[src/common/aoms_defs.vh]
// Constants of the operating-mode sequencer
`ifndef AOMS_DEFS_VH
`define AOMS_DEFS_VH

`define AOMS_MODE_CONT      3'h0
`define AOMS_MODE_SINGLE    3'h1
`define AOMS_MODE_IDLE      3'h2
`define AOMS_MODE_PDOWN     3'h3
`define AOMS_MODE_ZS_INT    3'h4
`define AOMS_MODE_FS_INT    3'h5
`define AOMS_MODE_ZS_SYS    3'h6
`define AOMS_MODE_FS_SYS    3'h7
`define AOMS_MODE_RESET     3'h0

`define AOMS_DATA_W         24
`define AOMS_CNT_W          16
`define AOMS_BITCNT_W       5
`define AOMS_LAST_BIT       5'h17

`define AOMS_PWRUP_CYC      16'h61a8

`endif

[src/logic/aoms_sequencer.v]
// Operating-mode sequencer of the converter core
//
// Summary of operation
// RQ1: Mode zero after reset converts without pause, storing each result.
// RQ2: Each finished conversion drives the data/ready pin and ready flag low.
// RQ3: Host sets the continuous read bit to get continuous readout.
// RQ4: Continuous readout shifts each result out on serial clocks, no command.
// RQ5: Otherwise a read command makes the device output the conversion.
// RQ6: First result after reset or reconfiguration waits full settling time.
// RQ7: Single mode powers up, waits 200 us, then converts once.
// RQ8: Single conversion end stores result, asserts ready, powers down.
// RQ9: Result stays in data register until a later conversion replaces it.
// RQ10: Single mode keeps ready low until read or new conversion.
// RQ11: Idle holds filter and modulator in reset, modulator clocks running.
// RQ12: Power-down stops everything except a selected crystal oscillator.
// RQ13: Internal zero-scale shorts input, stores offset of selected channel.
// RQ14: Internal full-scale applies reference, stores full-scale coefficient.
// RQ15: Calibration drives ready high at start, low at completion.
// RQ16: After any calibration the device enters idle by itself.
// RQ17: Host sets clock halving below 4.75 V before internal full-scale.
// RQ18: System zero-scale measures selected channel, stores its offset.
// RQ19: System full-scale measures selected channel, stores its full-scale.
// RQ20: Host should recalibrate full-scale after a gain change.
// RQ21: Clock halving runs conversion logic at master clock over two.
// RQ22: A mode write aborts the operation and starts the new mode.
`timescale 1ns/1ps
`include "aoms_defs.vh"
module aoms_sequencer #(
    parameter [`AOMS_CNT_W-1:0] PWRUP_CYCLES = `AOMS_PWRUP_CYC
) (
    input  wire                    CORE_CLK,
    input  wire                    RESET_N,
    input  wire [2:0]              OPERATING_MODE_FIELD,
    input  wire                    MODE_WRITE,
    input  wire                    CONFIG_WRITE,
    input  wire                    CLK_HALVE,
    input  wire                    CONTINUOUS_READ_BIT,
    input  wire                    READ_CMD,
    input  wire [7:0]              CHANNEL_SELECT_BITS,
    input  wire [`AOMS_CNT_W-1:0]  SETTLE_TICKS,
    input  wire [`AOMS_CNT_W-1:0]  RATE_TICKS,
    input  wire [`AOMS_DATA_W-1:0] MOD_RESULT,
    input  wire                    XTAL_SELECTED,
    input  wire                    SCLK,
    input  wire                    CS_N,
    output wire                    DOUT_RDY_O,
    output wire                    DOUT_RDY_OE,
    output wire                    RDY_FLAG,
    output wire [2:0]              MODE_STATUS,
    output wire [`AOMS_DATA_W-1:0] DATA_REG,
    output wire                    OFFSET_WR,
    output wire                    FULLSCALE_WR,
    output wire [2:0]              COEF_CHANNEL,
    output wire [`AOMS_DATA_W-1:0] COEF_DATA,
    output wire                    FILTER_RESET,
    output wire                    MOD_CLK_EN,
    output wire                    POWER_DOWN,
    output wire                    XTAL_KEEP,
    output wire                    INPUT_SHORT,
    output wire                    INPUT_FULLSCALE
);

    localparam [2:0] ST_IDLE   = 3'h0;
    localparam [2:0] ST_SETTLE = 3'h1;
    localparam [2:0] ST_RUN    = 3'h2;
    localparam [2:0] ST_PWRUP  = 3'h3;
    localparam [2:0] ST_SINGLE = 3'h4;
    localparam [2:0] ST_PDN    = 3'h5;
    localparam [2:0] ST_CAL    = 3'h6;

    reg  [2:0]              state_ff;
    reg  [2:0]              nxt_state;
    reg  [2:0]              mode_ff;
    reg  [2:0]              nxt_mode;
    reg  [`AOMS_CNT_W-1:0]  cnt_ff;
    reg  [`AOMS_CNT_W-1:0]  nxt_cnt;
    reg  [`AOMS_DATA_W-1:0] data_ff;
    reg  [`AOMS_DATA_W-1:0] coef_ff;
    reg  [2:0]              coef_ch_ff;
    reg                     rdy_n_ff;
    reg                     off_wr_ff;
    reg                     fs_wr_ff;
    reg                     conv_done;
    reg                     cal_done;
    reg                     restart;
    wire                    tick;
    wire                    entering;
    wire                    conv_start;
    wire                    cal_start;
    wire                    sh_load;
    wire                    sh_bit;
    wire                    sh_busy;
    wire                    sh_done;
    wire                    cs_active;
    wire                    is_zero_cal;

    // Initial state of each mode
    function [2:0] entry_state;
        input [2:0] mode;
        begin
            case (mode)
                `AOMS_MODE_CONT:   entry_state = ST_SETTLE;
                `AOMS_MODE_SINGLE: entry_state = ST_PWRUP;
                `AOMS_MODE_IDLE:   entry_state = ST_IDLE;
                `AOMS_MODE_PDOWN:  entry_state = ST_PDN;
                default:           entry_state = ST_CAL;
            endcase
        end
    endfunction

    // Zero limit treated as one so a count always ends
    function cnt_hit;
        input [`AOMS_CNT_W-1:0] cnt;
        input [`AOMS_CNT_W-1:0] lim;
        begin
            cnt_hit = ({1'b0, cnt} + 17'h00001) >= {1'b0, lim};
        end
    endfunction

    // Lowest selected channel gets the coefficient
    function [2:0] chan_index;
        input [7:0] sel;
        integer i;
        begin
            chan_index = 3'h0;
            for (i = 7; i >= 0; i = i - 1) begin
                if (sel[i]) begin
                    chan_index = i[2:0];
                end
            end
        end
    endfunction

    aoms_clkdiv u_clkdiv (
        .clk   (CORE_CLK),
        .rst_n (RESET_N),
        .halve (CLK_HALVE),
        .tick  (tick)
    );

    always @* begin
        nxt_state = state_ff;
        nxt_mode  = mode_ff;
        nxt_cnt   = cnt_ff;
        conv_done = 1'b0;
        cal_done  = 1'b0;
        restart   = 1'b0;
        if (MODE_WRITE) begin
            // New mode always starts from scratch
            nxt_mode  = OPERATING_MODE_FIELD; // RQ22
            nxt_state = entry_state(OPERATING_MODE_FIELD); // RQ22
            nxt_cnt   = {`AOMS_CNT_W{1'b0}};
            restart   = 1'b1;
        end else if (CONFIG_WRITE) begin
            // Reconfiguration restarts the running mode
            nxt_state = entry_state(mode_ff); // RQ6
            nxt_cnt   = {`AOMS_CNT_W{1'b0}};
            restart   = 1'b1;
        end else begin
            case (state_ff)
                ST_SETTLE: begin
                    if (tick) begin
                        if (cnt_hit(cnt_ff, SETTLE_TICKS)) begin
                            conv_done = 1'b1; // RQ6
                            nxt_state = ST_RUN;
                            nxt_cnt   = {`AOMS_CNT_W{1'b0}};
                        end else begin
                            nxt_cnt = cnt_ff + 16'h0001;
                        end
                    end
                end
                ST_RUN: begin
                    if (tick) begin
                        if (cnt_hit(cnt_ff, RATE_TICKS)) begin
                            conv_done = 1'b1; // RQ1
                            nxt_cnt   = {`AOMS_CNT_W{1'b0}};
                        end else begin
                            nxt_cnt = cnt_ff + 16'h0001;
                        end
                    end
                end
                ST_PWRUP: begin
                    // Clock settle time counts raw cycles, not ticks
                    if (cnt_hit(cnt_ff, PWRUP_CYCLES)) begin
                        nxt_state = ST_SINGLE; // RQ7
                        nxt_cnt   = {`AOMS_CNT_W{1'b0}};
                    end else begin
                        nxt_cnt = cnt_ff + 16'h0001;
                    end
                end
                ST_SINGLE: begin
                    if (tick) begin
                        if (cnt_hit(cnt_ff, SETTLE_TICKS)) begin
                            conv_done = 1'b1; // RQ7
                            nxt_state = ST_PDN; // RQ8
                            nxt_cnt   = {`AOMS_CNT_W{1'b0}};
                        end else begin
                            nxt_cnt = cnt_ff + 16'h0001;
                        end
                    end
                end
                ST_CAL: begin
                    if (tick) begin
                        if (cnt_hit(cnt_ff, SETTLE_TICKS)) begin
                            cal_done  = 1'b1; // RQ15
                            nxt_state = ST_IDLE; // RQ16
                            nxt_mode  = `AOMS_MODE_IDLE; // RQ16
                            nxt_cnt   = {`AOMS_CNT_W{1'b0}};
                        end else begin
                            nxt_cnt = cnt_ff + 16'h0001;
                        end
                    end
                end
                ST_IDLE: begin
                    nxt_cnt = {`AOMS_CNT_W{1'b0}};
                end
                ST_PDN: begin
                    nxt_cnt = {`AOMS_CNT_W{1'b0}};
                end
                default: begin
                    nxt_state = ST_IDLE;
                    nxt_cnt   = {`AOMS_CNT_W{1'b0}};
                end
            endcase
        end
    end

    assign entering   = restart | (nxt_state != state_ff);
    assign conv_start = entering & (nxt_state == ST_SINGLE);
    assign cal_start  = entering & (nxt_state == ST_CAL);
    assign is_zero_cal = (mode_ff == `AOMS_MODE_ZS_INT) | (mode_ff == `AOMS_MODE_ZS_SYS);

    always @(posedge CORE_CLK or negedge RESET_N) begin
        if (!RESET_N) begin
            state_ff   <= ST_SETTLE;
            mode_ff    <= `AOMS_MODE_RESET;
            cnt_ff     <= {`AOMS_CNT_W{1'b0}};
            data_ff    <= {`AOMS_DATA_W{1'b0}};
            coef_ff    <= {`AOMS_DATA_W{1'b0}};
            coef_ch_ff <= 3'h0;
            rdy_n_ff   <= 1'b1;
            off_wr_ff  <= 1'b0;
            fs_wr_ff   <= 1'b0;
        end else begin
            state_ff  <= nxt_state;
            mode_ff   <= nxt_mode;
            cnt_ff    <= nxt_cnt;
            off_wr_ff <= 1'b0;
            fs_wr_ff  <= 1'b0;
            // Held until the next conversion overwrites it
            if (conv_done) begin
                data_ff <= MOD_RESULT; // RQ9
            end
            // Completion beats a same-cycle read so no result is hidden
            if (conv_done || cal_done) begin
                rdy_n_ff <= 1'b0; // RQ2
            end else if (cal_start || conv_start || sh_done) begin
                rdy_n_ff <= 1'b1; // RQ10
            end
            if (cal_done) begin
                coef_ff    <= MOD_RESULT;
                coef_ch_ff <= chan_index(CHANNEL_SELECT_BITS); // RQ18 RQ19
                off_wr_ff  <= is_zero_cal; // RQ13
                fs_wr_ff   <= ~is_zero_cal; // RQ14
            end
        end
    end

    // Each fresh result loads once in continuous read
    assign sh_load = cs_active & ~sh_busy & ~sh_done &
                     ((CONTINUOUS_READ_BIT & ~rdy_n_ff) | READ_CMD); // RQ4

    aoms_shifter u_shifter (
        .clk       (CORE_CLK),
        .rst_n     (RESET_N),
        .sclk_pin  (SCLK),
        .cs_n_pin  (CS_N),
        .load      (sh_load),
        .load_data (data_ff),
        .dout_bit  (sh_bit),
        .busy      (sh_busy),
        .done      (sh_done),
        .cs_active (cs_active)
    );

    // Pin shows ready when no word is moving
    assign DOUT_RDY_O   = sh_busy ? sh_bit : rdy_n_ff; // RQ5
    assign DOUT_RDY_OE  = cs_active;
    assign RDY_FLAG     = rdy_n_ff; // RQ2
    assign MODE_STATUS  = mode_ff;
    assign DATA_REG     = data_ff;
    assign OFFSET_WR    = off_wr_ff;
    assign FULLSCALE_WR = fs_wr_ff;
    assign COEF_CHANNEL = coef_ch_ff;
    assign COEF_DATA    = coef_ff;

    // Idle keeps clocks but holds the filter
    assign FILTER_RESET = (state_ff == ST_IDLE) | (state_ff == ST_PDN) |
                          (state_ff == ST_PWRUP); // RQ11
    assign MOD_CLK_EN   = (state_ff != ST_PDN) & (state_ff != ST_PWRUP); // RQ11
    assign POWER_DOWN   = (state_ff == ST_PDN); // RQ12
    // Crystal stays up so wake-up skips its start-up time
    assign XTAL_KEEP    = XTAL_SELECTED; // RQ12
    assign INPUT_SHORT  = (state_ff == ST_CAL) & (mode_ff == `AOMS_MODE_ZS_INT); // RQ13
    assign INPUT_FULLSCALE = (state_ff == ST_CAL) & (mode_ff == `AOMS_MODE_FS_INT); // RQ14

endmodule // aoms_sequencer

[src/logic/aoms_clkdiv.v]
// Conversion tick divider, full rate or master clock halved
`timescale 1ns/1ps
module aoms_clkdiv (
    input  wire clk,
    input  wire rst_n,
    input  wire halve,
    output wire tick
);

    reg         phase_ff;
    reg         tick_ff;
    wire        nxt_phase;
    wire        nxt_tick;

    assign nxt_phase = halve ? ~phase_ff : 1'b0;
    assign nxt_tick  = halve ? phase_ff : 1'b1; // RQ21

    always @(posedge clk or negedge rst_n) begin
        if (!rst_n) begin
            phase_ff <= 1'b0;
            tick_ff  <= 1'b0;
        end else begin
            phase_ff <= nxt_phase;
            tick_ff  <= nxt_tick;
        end
    end

    assign tick = tick_ff;

endmodule // aoms_clkdiv

[src/logic/aoms_shifter.v]
// Serial output shifter with synchronised serial clock and select
`timescale 1ns/1ps
`include "aoms_defs.vh"
module aoms_shifter (
    input  wire                    clk,
    input  wire                    rst_n,
    input  wire                    sclk_pin,
    input  wire                    cs_n_pin,
    input  wire                    load,
    input  wire [`AOMS_DATA_W-1:0] load_data,
    output wire                    dout_bit,
    output wire                    busy,
    output wire                    done,
    output wire                    cs_active
);

    reg                       sclk_s1_ff;
    reg                       sclk_s2_ff;
    reg                       sclk_s3_ff;
    reg                       cs_s1_ff;
    reg                       cs_s2_ff;
    reg [`AOMS_DATA_W-1:0]    sh_ff;
    reg [`AOMS_BITCNT_W-1:0]  bit_ff;
    reg                       busy_ff;
    reg                       done_ff;
    wire                      sclk_rise;
    wire                      sclk_fall;

    assign sclk_rise = sclk_s2_ff & ~sclk_s3_ff;
    assign sclk_fall = ~sclk_s2_ff & sclk_s3_ff;

    always @(posedge clk or negedge rst_n) begin
        if (!rst_n) begin
            sclk_s1_ff <= 1'b1;
            sclk_s2_ff <= 1'b1;
            sclk_s3_ff <= 1'b1;
            cs_s1_ff   <= 1'b1;
            cs_s2_ff   <= 1'b1;
            sh_ff      <= {`AOMS_DATA_W{1'b0}};
            bit_ff     <= {`AOMS_BITCNT_W{1'b0}};
            busy_ff    <= 1'b0;
            done_ff    <= 1'b0;
        end else begin
            sclk_s1_ff <= sclk_pin;
            sclk_s2_ff <= sclk_s1_ff;
            sclk_s3_ff <= sclk_s2_ff;
            cs_s1_ff   <= cs_n_pin;
            cs_s2_ff   <= cs_s1_ff;
            done_ff    <= 1'b0;
            if (cs_s2_ff) begin
                // Deselect abandons a read half way
                busy_ff <= 1'b0;
            end else if (load && !busy_ff) begin
                sh_ff   <= load_data;
                bit_ff  <= {`AOMS_BITCNT_W{1'b0}};
                busy_ff <= 1'b1;
            end else if (busy_ff) begin
                if (sclk_fall && bit_ff != {`AOMS_BITCNT_W{1'b0}}) begin
                    sh_ff <= {sh_ff[`AOMS_DATA_W-2:0], 1'b0};
                end
                if (sclk_rise) begin
                    bit_ff <= bit_ff + 5'h01;
                    if (bit_ff == `AOMS_LAST_BIT) begin
                        busy_ff <= 1'b0;
                        done_ff <= 1'b1;
                    end
                end
            end
        end
    end

    assign dout_bit  = sh_ff[`AOMS_DATA_W-1];
    assign busy      = busy_ff;
    assign done      = done_ff;
    assign cs_active = ~cs_s2_ff;

endmodule // aoms_shifter

[config.mk]
export PLATFORM = sky130hd
export DESIGN_NAME = aoms_sequencer
export DESIGN_NICKNAME = d
export VERILOG_FILES = /design/src/logic/aoms_sequencer.v /design/src/logic/aoms_clkdiv.v /design/src/logic/aoms_shifter.v
export VERILOG_INCLUDE_DIRS = /design/src /design/src/common
export SDC_FILE = /design/constraint.sdc
export NUM_CORES = 1
export LEC_CHECK = 0
export BUFFER_PORTS_ARGS = -buffer_cell sky130_fd_sc_hd__buf_2
export CORE_UTILIZATION = 59
export CTS_CLUSTER_SIZE = 40
export DETAILED_ROUTE_END_ITERATION = 12
export GPL_TIMING_DRIVEN = 1
export PLACE_DENSITY = 0.86
export SKIP_LAST_GASP = 1
export SLEW_MARGIN = 20
export SYNTH_ARGS = -nofsm -noshare
export SYNTH_HDL_FRONTEND = slang
export SYNTH_SLANG_ARGS = --single-unit
[constraint.sdc]
create_clock -name CORE_CLK -period 10.9 [get_ports CORE_CLK]
set_input_delay 3.27 -clock CORE_CLK [delete_from_list [all_inputs] [get_ports CORE_CLK]]
set_output_delay 3.27 -clock CORE_CLK [all_outputs]
set_load 0.01 [all_outputs]
==> results.ini, run 1 <==
[outcome]
status = completed

[placement]
globalplace.congestion = 0.950
portBuffers = 139
hpwlAfterDp_um = 10400

[clock_tree]
post-cts-setup-buffers = 0
cts_made_buffers = 17
cts_max_level = 4
cts_hold_buffers = 0
clk_pin_slew_ns = 0.06
clock-sinks = 114
cts_resized = 0
cts_buffer_depth = 2
cts-root-buf = clkbuf_8
clkLatencyLatePin_ns = 0.52
cts_tree = built

[worst_setup_path]
worstPathRequired_ns = 7.63
worst-setup-path-type = in -> out
rrSetupSlack_ns = 6.06
reg2reg_from = cnt_ff[0]$_DFFE_PN0P_
cp-start-kind = input pin
worstPathArrival_ns = 3.27
ff2ff_path_depth = 12
cp-end-kind = output pin
crit_start = XTAL_SELECTED
crit_end = XTAL_KEEP
cp.depth = 0
rr_endpoint = RDY_FLAG$_DFFE_PN1P_
critPathMaxFanout = 1

[yosys]
synth_fa_ha_area_frac = 0.0705
yosys.area.top_type_share = 0.419
synth-edff-count = 0
syn-num-nets = 757
synthFlopType = dfrtp_1
synth_largest_area_cell = dfrtp_1
synth-seq-area-share = 0.448
ys_seq_elements = 114
synth_cells = 644
synth_top_family_by_area = simple AND/OR/NAND/NOR gates
syn-mean-instance-area_um2 = 9.93
syn_area_um2 = 6390
synth_compound_area_frac = 0.128
async_flop_share = 1.00
ys_top_cells_by_count = dfrtp_1, nand2_1, inv_1, nor2_1, ha_1
ys_types = 72
post-synth-top-count-cell = dfrtp_1
yosys-top-cells-area = dfrtp_1, ha_1, nand2_1, mux2_2, mux2_4
yosys_warnings = 0
synthXorXnorAreaFrac = 0.0164
synth_mux_area_frac = 0.101
synth-simple-area-share = 0.180

[sta]
period_share = 0.600
finClkSkew_ns = 0.00924
period_minus_slack_ns = 6.54
setup_tns_ns = 0
slew_viol_final = 0
worstMarginPinSlew_ns = 1.05
rsz0062_at_grt = false
setup_viol = 0
hold_viol = 0
whs_ns = 0.353
fmax_mhz = 153
slew_headroom = 0.298

[power]
clkPwrFrac = 0.475
p_leak_uw = 0.00411
switching_share = 0.271
internal_power_uw = 878
power.density_nw_per_um2 = 155
ir_worst_vdd_mv = 0.136
p_comb_frac = 0.113
switchingPower_uw = 326
power.share.sequential = 0.412

[routing]
drtIter0Drc = 308
drc = 0
vias = 5368
first_pass_iters = 5
finalWirelength_um = 15200
ant_nets = 0
wire_per_inst_um = 16.4
via_per_inst = 5.82

[global_routing]
grt_usage = 0.284
first_global_vias = 5371
grt_antenna_before_repair = 0
grt_max_degree = 78
grt_remaining_overflow = 0
grt_pass1_wl_um = 25200

[final_layout]
fin_util = 0.746
drive_gt1_frac = 0.319
nNetsFinal = 887
diodes = 0
fillers = 696
area_growth_pct = 21.6

[run]
drv_cap = 0

[floorplanning]
num_rows = 37
die_x_um = 106
die_h_um = 106
core_um2 = 10400
io_pins = 142
start_util = 0.614
dieArea_um2 = 11300

[min_path]
hold_path.class = reg -> reg

per-stage QoR:
| stage | cell area, um2 | std cells | worst slack (ns) | power (uW) |
|---|---|---|---|---|
| after detailed placement | 7100 | 889 | 4.36 | 631 |
| after CTS | 7710 | 921 | 4.36 | 1200 |
| after global routing | 7770 | 923 | 4.36 | 1250 |
| after global placement | 7100 | 889 | 4.36 | 620 |
| after floorplan | 6390 | 644 | 4.24 | 579 |
| final | 7770 | 923 | 4.36 | 1200 |
layout make-up:
class                      count  area (um2)  area share
clock buffer                  17         414      0.0533
clock inverter                15         195      0.0251
inverter                      46         173      0.0222
multi-input combinational    452        3190       0.411
sequential                   114        2860       0.368
tap                          136         170      0.0219
timing repair buffer         143         768      0.0988
sequential cells by signal, indices dropped and copies added (netlist names):
register,flops
MODE_STATUS,3
DATA_REG,24
COEF_CHANNEL,3
u_clkdiv.phase_ff,1
u_shifter.sclk_s3_ff,1
u_shifter.done,1
u_shifter.sh_ff,24
OFFSET_WR,1
u_shifter.busy,1
u_shifter.bit_ff,5
FULLSCALE_WR,1
u_shifter.cs_s1_ff,1
COEF_DATA,24
cnt_ff,16
u_shifter.cs_s2_ff,1
state_ff,3
u_shifter.sclk_s1_ff,1
u_shifter.sclk_s2_ff,1
u_clkdiv.tick,1
RDY_FLAG,1
cells in the final DEF, fill, tap and decap left out, drive strengths merged, types with 11 or more instances in the layout:
master / instances
buf: 143
dfrtp: 107
nand2: 96
inv: 53
mux2: 49
nor2: 46
ha: 36
a31oi: 25
a21oi: 24
o21ai: 23
clkbuf: 17
nand2b: 13
nand3: 13
a21o: 12
nor2b: 11
logic make-up after synthesis:
group | count (synthesis)
simple gates | 233
compound gates | 120
flops | 114
buf+inv | 78
mux | 51
fa+ha+maj | 36
xor+xnor | 12
how the worst min path moves through the flow:
stage	from	end	slack, ns	cells after the start
after global placement	u_shifter.cs_s1_ff$_DFF_PN1_	u_shifter.cs_s2_ff$_DFF_PN1_	0.35	0
after global routing	u_shifter.sclk_s1_ff$_DFF_PN1_	u_shifter.sclk_s2_ff$_DFF_PN1_	0.36	0
after floorplan	u_shifter.cs_s1_ff$_DFF_PN1_	u_shifter.cs_s2_ff$_DFF_PN1_	0.35	0
after CTS	u_shifter.sclk_s1_ff$_DFF_PN1_	u_shifter.sclk_s2_ff$_DFF_PN1_	0.36	0
final	u_shifter.sclk_s1_ff$_DFF_PN1_	u_shifter.sclk_s2_ff$_DFF_PN1_	0.35	0
after detailed placement	u_shifter.cs_s1_ff$_DFF_PN1_	u_shifter.cs_s2_ff$_DFF_PN1_	0.35	0
routing by layer:
layer  routed length (um)  up-vias  track usage  part of all wire
li1                     -     2518            -                 -
met1                 6400     2625        0.373              0.42
met2                 7550      203        0.473              0.50
met3                  998       22       0.0582             0.066
met4                  236        0       0.0913             0.016
met5                    0        -            0                 0
power groups by stage:
stage | clock network (uW) | registers (uW) | logic [uW]
after floorplan | 0 | 490 | 89.1
after global placement | 0 | 497 | 122
after detailed placement | 0 | 501 | 131
after CTS | 576 | 494 | 134
after global routing | 597 | 502 | 154
final | 572 | 496 | 136
(Power assumes the default switching activity.)
==> inputs of run 2 (changes only) <==
Settings changed: CORE_UTILIZATION 59 to 50, PLACE_DENSITY 0.86 to 0.77.
Clock period 10.9 ns to 5.55 ns, I/O delays scaled along.
==> results.ini, run 2 (same netlist as run 1, synthesis figures left out) <==
[outcome]
status = completed  ; unchanged

[clock_tree]
cts_hold_buffers = 0  ; unchanged
cts_max_level = 4  ; unchanged
post-cts-setup-buffers = 0  ; unchanged
cts_buffer_depth = 2  ; unchanged
clkLatencyLatePin_ns = 0.41  ; was 0.52 ns
cts-root-buf = clkbuf_16  ; was clkbuf_8
cts_made_buffers = 17  ; unchanged
cts_resized = 0  ; unchanged
clock-sinks = 114  ; unchanged
cts_tree = built  ; unchanged
clk_pin_slew_ns = 0.05  ; was 0.06 ns

[worst_setup_path]
cp-end-kind = register  ; was output pin
worst-setup-path-type = reg -> reg  ; was in -> out
critPathMaxFanout = 19  ; was 1
cp-start-kind = register  ; was input pin
worstPathArrival_ns = 4.85  ; was 3.27 ns
worstPathRequired_ns = 5.85  ; was 7.63 ns

[floorplanning]
die_h_um = 115  ; was 106 um
io_pins = 142  ; unchanged
num_rows = 40  ; was 37
dieArea_um2 = 13200  ; was 11300 um2
start_util = 0.523  ; was 0.614
die_x_um = 115  ; was 106 um
core_um2 = 12200  ; was 10400 um2

[routing]
drtIter0Drc = 325  ; was 308
via_per_inst = 5.44  ; was 5.82
wire_per_inst_um = 15.8  ; was 16.4 um
finalWirelength_um = 15200  ; about the same
first_pass_iters = 7  ; was 5
drc = 0  ; unchanged
ant_nets = 0  ; unchanged
vias = 5207  ; was 5368

[global_routing]
grt_pass1_wl_um = 25100  ; was 25200 um
grt_usage = 0.243  ; was 0.284
grt_remaining_overflow = 0  ; unchanged
first_global_vias = 5231  ; was 5371
grt_antenna_before_repair = 0  ; unchanged
grt_max_degree = 81  ; was 78

[power]
power_uw = 2310  ; was 1200 uW
p_leak_uw = 0.00411  ; about the same
power.density_nw_per_um2 = 295  ; was 155 nW/um2
ir_worst_vdd_mv = 0.204  ; was 0.136 mV

[final_layout]
drive_gt1_frac = 0.319  ; about the same
mostFrequentLayoutCell = buf_2  ; unchanged
stdcell_area_um2 = 7810  ; was 7770 um2
fin_cells = 958  ; was 923
nNetsFinal = 890  ; was 887
mostFrequentLayoutCells = buf_2, dfrtp_1, nand2_1  ; unchanged
diodes = 0  ; unchanged
area_growth_pct = 22.2  ; was 21.6%

[sta]
hold_viol = 0  ; unchanged
period_minus_slack_ns = 4.55
fmax_mhz = 220
whs_ns = 0.359  ; was 0.353 ns
finClkSkew_ns = 0.0192  ; was 0.00924 ns
rsz0062_at_grt = false  ; unchanged
setup_tns_ns = 0  ; unchanged
setup_viol = 0  ; unchanged
slew_headroom = 0.366  ; was 0.298
slew_viol_final = 0  ; unchanged
worstMarginPinSlew_ns = 0.951  ; was 1.05 ns
period_share = 0.820

[placement]
placed_cell_area_um2 = 7160  ; was 7100 um2
hpwlAfterDp_um = 10600  ; was 10400 um
place_inst = 924  ; was 889
portBuffers = 139  ; unchanged
globalplace.congestion = 0.870  ; was 0.950

[min_path]
hold_path.class = reg -> reg  ; unchanged

[run]
drv_cap = 0  ; unchanged

[run 2: final cells by class]
type,instances,area [um2]
fill,960,4400
tap,168,210
clock buffer,23,488
timing repair buffer,146,791
multi-input combinational,452,3180
inverter,46,173
sequential,114,2860
clock inverter,9,104
[run 2: worst max-delay path, cell delays in order (launching register included)]
cell	delay (ns)
dfrtp_1	0.52
nand4_1	0.32
or4_1	0.65
o21ai_0	0.25
nand2_1	0.12
ha_1	0.31
nand3_1	0.10
nor3_1	0.38
a21boi_0	0.23
o21a_1	0.37
nand3_2	0.47
buf_4	0.38
o41ai_1	0.32
[run 2: power breakdown]
part / internal [uW] / total [uW] / switching, uW / leakage [uW]
Clock: 704 / 1070 / 365 / 0.000289
Combinational: 115 / 263 / 148 / 0.00234
Sequential: 914 / 973 / 59.6 / 0.00148
Total: 1730 / 2310 / 573 / 0.00411
[run 2: path summary, 6_finish.rpt]
| kind | from | end | slack (ns) | cells after the start |
|---|---|---|---|---|
| min in group asynchronous | RESET_N | u_clkdiv.tick$_DFF_PN0_ | 1.14 | 1 |
| max | cnt_ff[0]$_DFFE_PN0P_ | COEF_CHANNEL[1]$_DFFE_PN0P_ | 1.00 | 12 |
| max reg2reg | cnt_ff[0]$_DFFE_PN0P_ | COEF_CHANNEL[1]$_DFFE_PN0P_ | 1.00 | 12 |
| min | u_shifter.cs_s1_ff$_DFF_PN1_ | u_shifter.cs_s2_ff$_DFF_PN1_ | 0.36 | 0 |
| min reg2reg | u_shifter.cs_s1_ff$_DFF_PN1_ | u_shifter.cs_s2_ff$_DFF_PN1_ | 0.36 | 0 |
| max in group asynchronous | RESET_N | u_shifter.cs_s2_ff$_DFF_PN1_ | 3.29 | 3 |
[run 2: per-layer routing]
metal | routed length [um] | GRT usage
met1 | 6630 | 0.317
met4 | 172 | 0.0701
met3 | 883 | 0.0601
met5 | 0 | 0
met2 | 7470 | 0.401
[run 2: stage by stage]
stage	setup slack, ns	utilization
after global routing	0.630	0.640
final	1.00	0.640
after floorplan	1.67	-
after CTS	1.06	0.635
after detailed placement	0.979	0.587
after global placement	1.16	0.587
